[config.mk]
export PLATFORM = sky130hd
export DESIGN_NAME = synth_channel_host
export DESIGN_NICKNAME = d
export VERILOG_FILES = /design/src/hw/serial_word_shifter.v /design/src/hw/synth_channel_host.v
export VERILOG_INCLUDE_DIRS = /design/src /design/src/hw
export SDC_FILE = /design/constraint.sdc
export NUM_CORES = 1
export LEC_CHECK = 0
export ABC_AREA = 1
export BUFFER_PORTS_ARGS = -buffer_cell sky130_fd_sc_hd__buf_2
export CORE_ASPECT_RATIO = 0.9
export CORE_MARGIN = 2
export CORE_UTILIZATION = 42
export DETAILED_ROUTE_END_ITERATION = 12
export PLACE_DENSITY_LB_ADDON = 0.12
export RECOVER_POWER = 25
export SLEW_MARGIN = 20
export SYNTH_ARGS = -nofsm -noshare
export SYNTH_HDL_FRONTEND = slang
export SYNTH_HIERARCHICAL = 1
export SYNTH_SLANG_ARGS = --single-unit
export TNS_END_PERCENT = 1
[constraint.sdc]
create_clock -name clock -period 3.5 [get_ports clock]
set_input_delay 0.35 -clock clock [delete_from_list [all_inputs] [get_ports clock]]
set_output_delay 0.35 -clock clock [all_outputs]
set_load 0.05 [all_outputs]
[src/hw/synth_host_consts.vh]
`ifndef SYNTH_HOST_CONSTS_VH
`define SYNTH_HOST_CONSTS_VH
// Clock rate in kHz, and timing figures in their own units.
`define CLK_KHZ 20000
`define POWER_SETTLE_MS 40
`define CHAN_SETTLE_MS 20
`define MODE_SETTLE_MS 5
`define PREAMBLE_MS 15
`define LOCK_CHECK_MS 20
`define POWER_ON_MS 1
// Serial word layout.
`define WORD_BITS 19
`define WORD_W 5
`define SCLK_HALF 10
// Divider figures for the 25 kHz grid.
`define REF_DIV 14'h0352
`define PRESCALE 64
`define N_BASE 11'h110
`define A_BASE 7'h2C
`define OP_PUMP 1'b0
`define OP_LDPIN 1'b0
`define OP_PHASE 1'b1
// The bit between the head bits and the divider is not used here and is sent low.
`define REF_SPARE 1'b0
// Latch select values of the last bit.
`define SEL_REF 1'b1
`define SEL_PROG 1'b0
// Register offsets of the command port.
`define REG_CTRL 4'h0
`define REG_CHAN 4'h1
`define REG_STATUS 4'h2
// Control register fields.
`define CTRL_POWER 0
`define CTRL_TUNE 1
`define CTRL_TX 2
`define CTRL_RX 3
`define CTRL_PRE 4
`define CHAN_W 8
`endif

[src/hw/serial_word_shifter.v]
`timescale 1ns/100ps
// Shifts one 19-bit word out, most significant bit first, then pulses the load strobe.
module serial_word_shifter (
   // Clock and reset
   input wire clock,
   input wire rst_n,
   // Word request
   input wire start,
   input wire [18:0] word,
   output reg busy_ff,
   // Pins
   output reg sclk_ff,
   output reg sdata_ff,
   output reg load_strobe_ff
);
`include "synth_host_consts.vh"
   localparam S_IDLE = 2'h0;
   localparam S_LOW = 2'h1;
   localparam S_HIGH = 2'h2;
   localparam S_LOAD = 2'h3;
   reg [1:0] state_ff;
   reg [18:0] shreg_ff;
   reg [`WORD_W-1:0] bits_ff;
   localparam [3:0] TICK_LAST = `SCLK_HALF - 1;
   localparam [4:0] BIT_LAST = `WORD_BITS - 1;
   reg [3:0] tick_ff;
   wire tick_done = (tick_ff == TICK_LAST);
   always @(posedge clock or negedge rst_n) begin
      if (!rst_n) begin
         state_ff <= S_IDLE;
         shreg_ff <= 19'h00000;
         bits_ff <= 5'h00;
         tick_ff <= 4'h0;
         busy_ff <= 1'b0;
         sclk_ff <= 1'b0;
         sdata_ff <= 1'b0;
         load_strobe_ff <= 1'b0;
      end else begin
         tick_ff <= (tick_done || state_ff == S_IDLE) ? 4'h0 : tick_ff + 4'h1;
         case (state_ff)
            S_IDLE: begin
               load_strobe_ff <= 1'b0;
               if (start) begin
                  busy_ff <= 1'b1;
                  shreg_ff <= word;
                  bits_ff <= 5'h00;
                  sdata_ff <= word[18];
                  state_ff <= S_LOW;
               end else begin
                  busy_ff <= 1'b0;
               end
            end
            S_LOW: if (tick_done) begin
               sclk_ff <= 1'b1;
               state_ff <= S_HIGH;
            end
            S_HIGH: if (tick_done) begin
               sclk_ff <= 1'b0;
               shreg_ff <= {shreg_ff[17:0], 1'b0};
               sdata_ff <= shreg_ff[17];
               bits_ff <= bits_ff + 5'h01;
               state_ff <= (bits_ff == BIT_LAST) ? S_LOAD : S_LOW;
            end
            S_LOAD: if (tick_done) begin
               // Strobe stays low while bits shift; it rises only after the last bit.
               load_strobe_ff <= 1'b1;
               state_ff <= S_IDLE;
            end
            default: state_ff <= S_IDLE;
         endcase
      end
   end
endmodule // serial_word_shifter

[src/hw/synth_channel_host.v]
// What this block does
// - Keep the load strobe low while clocking bits into the synthesizer.
// - Reference and programmable words may go in either order.
// - Drive supply switch and both selects inactive before power on.
// - Wait 40 ms after the first setting before data use.
// - Wait 20 ms after later channel changes before data use.
// - Reload the synthesizer only in receive mode, never transmit.
// - Same-channel switch to receive gives valid data after 5 ms.
// - Transmit may start 5 ms after switching from receive.
// - Check lock indicator high 20 ms after change; ignore earlier glitches.
// - Send alternating one-zero preamble for 15 ms after entering transmit.
// - Extra cold delay up to 20 ms is covered by settle margins.
// - Reference counter value is 850 for 25 kHz comparison.
// - VCO target is channel minus 21.7 MHz.
// - Half-step channels use the grid point below.
// - Prescaler 64; swallow wraps to 0 when programmable counter increments.
// - Reference word head bits: pump 0, lock pin 0, phase 1.
// - Mode selects are active low, one at a time.
// - Keep counters within 11, 7 and 14 bits.
`timescale 1ns/100ps
`include "synth_host_consts.vh"
module synth_channel_host #(
   parameter POWER_SETTLE_CYC = `CLK_KHZ * `POWER_SETTLE_MS,
   parameter CHAN_SETTLE_CYC = `CLK_KHZ * `CHAN_SETTLE_MS,
   parameter MODE_SETTLE_CYC = `CLK_KHZ * `MODE_SETTLE_MS,
   parameter PREAMBLE_CYC = `CLK_KHZ * `PREAMBLE_MS,
   parameter POWER_ON_CYC = `CLK_KHZ * `POWER_ON_MS
) (
   // Clock and reset
   input wire clock,
   input wire rst_n,
   // Command port
   input wire [3:0] addr,
   input wire [31:0] wdata,
   input wire wr,
   input wire rd,
   output reg [31:0] rdata_ff,
   // Synthesizer pins
   output reg sclk_ff,
   output reg sdata_ff,
   output reg load_strobe_ff,
   input wire lock_indicator,
   // Module control pins
   output reg supply_on_ff,
   output reg transmit_select_n_ff,
   output reg receive_select_n_ff,
   output reg tx_data_ff,
   // Status
   output reg link_ready_ff,
   output reg lock_fail_ff
);
   localparam [17:0] PRESCALE_W = `PRESCALE;
   localparam ST_OFF = 3'h0;
   localparam ST_PWR = 3'h1;
   localparam ST_REF = 3'h2;
   localparam ST_PROG = 3'h3;
   localparam ST_SETTLE = 3'h4;
   localparam ST_RX = 3'h5;
   localparam ST_TX = 3'h6;
   reg [2:0] state_ff;
   reg [4:0] ctrl_ff;
   reg [`CHAN_W-1:0] chan_ff;
   reg first_done_ff;
   reg [31:0] wait_ff;
   reg [31:0] pre_ff;
   reg lock_m_ff, lock_s_ff;
   reg start_ff;
   reg [18:0] word_ff;
   reg tune_req_ff;
   reg word_sent_ff;
   wire busy;
   wire sh_sclk, sh_sdata, sh_load;
   // Divider for a channel index: one grid step per two channels, counting up from the first grid point.
   function [17:0] na_for;
      input [`CHAN_W-1:0] ch;
      reg [17:0] n;
      begin
         n = {7'h00, `N_BASE} * PRESCALE_W + {11'h000, `A_BASE} + {11'h000, ch[`CHAN_W-1:1]};
         // The swallow field is 7 bits wide; its top bit stays low because it never reaches 64.
         na_for = {n[16:6], 1'b0, n[5:0]};
      end
   endfunction
   wire [17:0] na = na_for(chan_ff);
   serial_word_shifter u_shift (
      .clock(clock),
      .rst_n(rst_n),
      .start(start_ff),
      .word(word_ff),
      .busy_ff(busy),
      .sclk_ff(sh_sclk),
      .sdata_ff(sh_sdata),
      .load_strobe_ff(sh_load)
   );
   always @(posedge clock or negedge rst_n) begin
      if (!rst_n) begin
         lock_m_ff <= 1'b0;
         lock_s_ff <= 1'b0;
      end else begin
         lock_m_ff <= lock_indicator;
         lock_s_ff <= lock_m_ff;
      end
   end
   always @(posedge clock or negedge rst_n) begin
      if (!rst_n) begin
         state_ff <= ST_OFF;
         ctrl_ff <= 5'h00;
         chan_ff <= 8'h00;
         first_done_ff <= 1'b0;
         wait_ff <= 32'h00000000;
         pre_ff <= 32'h00000000;
         start_ff <= 1'b0;
         word_ff <= 19'h00000;
         tune_req_ff <= 1'b0;
         word_sent_ff <= 1'b0;
         rdata_ff <= 32'h00000000;
         sclk_ff <= 1'b0;
         sdata_ff <= 1'b0;
         load_strobe_ff <= 1'b0;
         supply_on_ff <= 1'b0;
         transmit_select_n_ff <= 1'b1;
         receive_select_n_ff <= 1'b1;
         tx_data_ff <= 1'b0;
         link_ready_ff <= 1'b0;
         lock_fail_ff <= 1'b0;
      end else begin
         sclk_ff <= sh_sclk;
         sdata_ff <= sh_sdata;
         load_strobe_ff <= sh_load;
         start_ff <= 1'b0;
         rdata_ff <= 32'h00000000;
         if (wr && addr == `REG_CTRL) begin
            ctrl_ff <= wdata[4:0];
            if (wdata[`CTRL_TUNE])
               tune_req_ff <= 1'b1;
         end
         if (wr && addr == `REG_CHAN)
            chan_ff <= wdata[`CHAN_W-1:0];
         if (rd) begin
            case (addr)
               `REG_CTRL: rdata_ff <= {27'h0000000, ctrl_ff[4:2], 1'b0, ctrl_ff[0]};
               `REG_CHAN: rdata_ff <= {24'h000000, chan_ff};
               `REG_STATUS: rdata_ff <= {26'h0000000, state_ff, lock_s_ff, lock_fail_ff, link_ready_ff};
               default: rdata_ff <= 32'h00000000;
            endcase
         end
         if (wait_ff != 32'h00000000)
            wait_ff <= wait_ff - 32'h00000001;
         word_sent_ff <= busy;
         case (state_ff)
            ST_OFF: if (ctrl_ff[`CTRL_POWER]) begin
               supply_on_ff <= 1'b1;
               receive_select_n_ff <= 1'b0;
               wait_ff <= POWER_ON_CYC;
               state_ff <= ST_PWR;
            end
            ST_PWR: if (wait_ff == 32'h00000000 && tune_req_ff) begin
               link_ready_ff <= 1'b0;
               // Reference word first; the order is free on the far side.
               word_ff <= {`OP_PUMP, `OP_LDPIN, `OP_PHASE, `REF_SPARE, `REF_DIV, `SEL_REF};
               start_ff <= 1'b1;
               state_ff <= ST_REF;
            end
            ST_REF: if (!busy && word_sent_ff && !start_ff) begin
               word_ff <= {na, `SEL_PROG};
               start_ff <= 1'b1;
               state_ff <= ST_PROG;
            end
            ST_PROG: if (!busy && word_sent_ff && !start_ff) begin
               // A new request written in this same cycle must not be lost to the clear.
               if (!(wr && addr == `REG_CTRL && wdata[`CTRL_TUNE]))
                  tune_req_ff <= 1'b0;
               wait_ff <= first_done_ff ? CHAN_SETTLE_CYC : POWER_SETTLE_CYC;
               first_done_ff <= 1'b1;
               state_ff <= ST_SETTLE;
            end
            ST_SETTLE: if (wait_ff == 32'h00000000) begin
               // Glitches before the settle time are ignored; only this sample counts.
               lock_fail_ff <= !lock_s_ff;
               link_ready_ff <= lock_s_ff;
               state_ff <= ST_RX;
            end
            ST_RX: begin
               if (!ctrl_ff[`CTRL_POWER]) begin
                  supply_on_ff <= 1'b0;
                  receive_select_n_ff <= 1'b1;
                  link_ready_ff <= 1'b0;
                  state_ff <= ST_OFF;
               end else if (tune_req_ff) begin
                  state_ff <= ST_PWR;
               end else if (ctrl_ff[`CTRL_TX]) begin
                  receive_select_n_ff <= 1'b1;
                  transmit_select_n_ff <= 1'b0;
                  link_ready_ff <= 1'b0;
                  wait_ff <= MODE_SETTLE_CYC;
                  pre_ff <= ctrl_ff[`CTRL_PRE] ? PREAMBLE_CYC : 32'h00000000;
                  state_ff <= ST_TX;
               end else if (wait_ff == 32'h00000000 && !lock_fail_ff) begin
                  link_ready_ff <= 1'b1;
               end
            end
            ST_TX: begin
               if (pre_ff != 32'h00000000) begin
                  pre_ff <= pre_ff - 32'h00000001;
                  tx_data_ff <= pre_ff[8];
               end else begin
                  tx_data_ff <= 1'b0;
               end
               if (wait_ff == 32'h00000000 && pre_ff == 32'h00000000)
                  link_ready_ff <= 1'b1;
               if (!ctrl_ff[`CTRL_TX]) begin
                  transmit_select_n_ff <= 1'b1;
                  receive_select_n_ff <= 1'b0;
                  link_ready_ff <= 1'b0;
                  tx_data_ff <= 1'b0;
                  wait_ff <= MODE_SETTLE_CYC;
                  state_ff <= ST_RX;
               end
            end
            default: state_ff <= ST_OFF;
         endcase
      end
   end
endmodule // synth_channel_host

==> flow_summary.yaml <==
setup_path:
  cp.required_ps: 3790
  start_kind: "register"
  worst_r2r_endpoint: "wait_ff[16]"
  r2r_slack_ps: 1160
  arrival_ps: 2630
  reg2reg_depth: 13
  crit_path_max_fanout: 14
  r2r-start: "wait_ff[0]"
  end_kind: "register"
  critPathKind: "register to register"
synth:
  yosysWarnings: 6
  synth_cell_types: 52
  synthCells: 1102
  synth_seq_area_share_pct: 43.4
  ys_ff_latch: 146
  synth_edf_count: 0
  synth_top_area_share_pct: 42.8
  syn_area_mm2: 0.00842
  synth_area_per_cell_um2: 7.64
  synth.area.top_cells: "dfrtp_1, nand2_1, nor2_1"
  synth_area_leader_cell: "dfrtp_1"
  synthFlopType: "dfrtp_1"
  yosysMostFrequentCell: "nand2_1"
  synthTopCellsByCount: "nand2_1, dfrtp_1, nor2_1"
  async_flop_share_pct: 100
route:
  wl_met3_um: 537
  wl_um: 18400
  wl_per_cell_um: 13.0
  dr_total_vias: 6798
  drtPass1Iterations: 5
  drc_errors: 0
  via_per_inst: 4.82
  maxUsedRoutingLayer: "met4"
  met2_wirelength_um: 7910
  antenna_left: 0
  drt_iter0_markers: 368
  wl_met1_um: 9770
timing:
  period_minus_slack_ps: 2340
  relSlewSlack_pct: -16.5
  finalSetupTns_ps: 0
  tightest_slew_ps: 1750
  fmax_mhz: 427
  hold_slack_ps: 27.8
  slew_viol_final: 66
  timing.final.crit_share_pct: 66.9
  hold_violations: 0
  skew_ps: 14.4
  setup_viol: 0
  rsz0062_at_grt: "no"
run:
  maxCapViolCount: 1
floorplanning:
  io_pins: 82
  start_util_pct: 42.5
  fp-row-count: 49
  dieArea_mm2: 0.0212
  die_w_um: 153
  core_mm2: 0.0198
  die_y_um: 138
global_route:
  grt_pass1_wl_um: 31600
  overflow: 0
  antenna_found_initial: 0
  grt_max_degree: 67
  grt_pass1_vias: 6308
  grt_usage_pct: 18.2
power_and_ir_drop:
  p_per_area_mw_per_mm2: 822
  irDropWorstVdd_mv: 0.380
  p_total_w: 0.00762
  p_leak_nw: 4.70
placed_design:
  place.gp.congestion: 0.843
  hpwlAfterDp_um: 13000
  io_buffers: 33
worst_hold_path:
  holdCritStartpoint: "lock_indicator"
  hp-class: "input port to register"
  min_path_cells: 1
  holdPathEnd: "lock_m_ff"
clocking:
  cts_tree: "built"
  postCtsSetupBuffers: 0
  numClockSinks: 146
  clk_pin_slew_worst_paths_ps: 70
  htreeDepth: 4
  cts-root-buf: "clkbuf_16"
  cts_buffer_depth: 2
  clk_latency_ps: 440
  cts_buffers: 17
cells_and_area:
  antennaDiodeCount: 0
  seqCellArea_mm2: 0.00366
  synthToLayoutAreaGrowth_pct: 10.1
  fin_nets: 1189
  drive_above_1_share_pct: 13.7
  fill_cells: 2068
  multi_input_area_mm2: 0.00395
status:
  outcome: "finished, violations left"
  violations: "max-capacitance violations, max-slew violations"
[metal layers]
layer	global-route usage, %	vias to the layer above
li1	-	3552
met1	28.0	3143
met2	26.3	89
met4	4.34	0
met3	3.76	14
met5	0	-
[cell usage in the layout (no fill, tap or decap), types with 11 or more instances in the layout]
cell type	synthesis	routed
nand2_1	274	273
nor2_1	144	144
dfrtp_1	144	144
inv_1	128	128
o21ai_0	74	74
nand3_1	63	64
a21oi_1	33	33
buf_2	5	32
conb_1	1	30
o21ai_2	22	22
o21ai_1	19	19
xor2_1	17	17
clkbuf_16	0	17
inv_2	14	14
nand4_1	13	13
nor3_1	12	12
nand2_2	10	11
[critical path, cell delays in order (launching register included)]
cell and delay [ps]:
dfrtp_1 410, inv_1 80, ha_1 260, nand2_1 140, nor2_4 170, nand2_2 80
nor2_4 420, nor2_1 170, nand2_1 140, inv_1 80, nand3_1 70, nand2_1 60
nand2_1 60, nand2_1 60
[final cells by class]
type / instances / share of cell area, %
Multi-Input combinational cell: 794 / 42.6
Sequential cell: 146 / 39.4
Inverter: 146 / 6.01
Clock buffer: 19 / 4.78
Tap cell: 255 / 3.44
Timing Repair Buffer: 36 / 2.19
Clock inverter: 13 / 1.51
[sequential cells by signal (all words and copies together), names as in the netlist, 2 cells and up]
signal            flops
rdata_ff              8
wait_ff              32
state_ff              3
word_ff              11
ctrl_ff               4
u_shift/shreg_ff     18
pre_ff               32
u_shift/bits_ff       5
u_shift/state_ff      2
chan_ff               8
u_shift/tick_ff       4
[where the power goes]
| group | leakage [nW] | switching [W] | internal (W) | total [W] |
|---|---|---|---|---|
| Combinational | 2.52 | 0.00222 | 0.00103 | 0.00326 |
| Clock | 0.281 | 0.000794 | 0.00102 | 0.00182 |
| Sequential | 1.89 | 0.000387 | 0.00216 | 0.00255 |
| Total | 4.70 | 0.00340 | 0.00422 | 0.00762 |
[how the worst max path moves through the flow]
| stage | slack [ps] | cells past startpoint | start | endpoint |
|---|---|---|---|---|
| 5_1_grt | 900 | 13 | wait_ff[0] | wait_ff[16] |
| 2_1_floorplan | 1710 | 11 | wait_ff[0] | state_ff[0] |
| 4_1_cts | 1130 | 13 | wait_ff[0] | wait_ff[16] |
| 6_report | 1160 | 13 | wait_ff[0] | wait_ff[16] |
| 3_5_place_dp | 1160 | 10 | state_ff[2] | pre_ff[3] |
| 3_3_place_gp | 1170 | 10 | state_ff[2] | pre_ff[0] |
[logic make-up after synthesis]
kind of cell / share of synthesized area (%)
DFF: 43.4
adders and majority gates: 1.04
other: 0.0445
buffers and inverters: 10.8
xor gates and xnor gates: 2.60
AOI/OAI and AO/OA: 12.6
and+or+nand+nor: 29.5
[per-stage QoR]
stage	worst slack, ps	area (um^2)	util, %	instances
final	1160	9270	46.8	1409
after global routing	899	9270	46.8	1409
after detailed placement	1160	8690	43.9	1376
after CTS	1130	9290	46.9	1409
after floorplan	1710	8530	-	1131
after global placement	1170	8690	43.9	1376
[repair_timing]
item,CTS,global route
endpoints found under the hold margin,63,0
hold buffers,1,0
endpoints found under the setup margin,0,0
resized for setup,0,0
(Power assumes the default switching activity.)
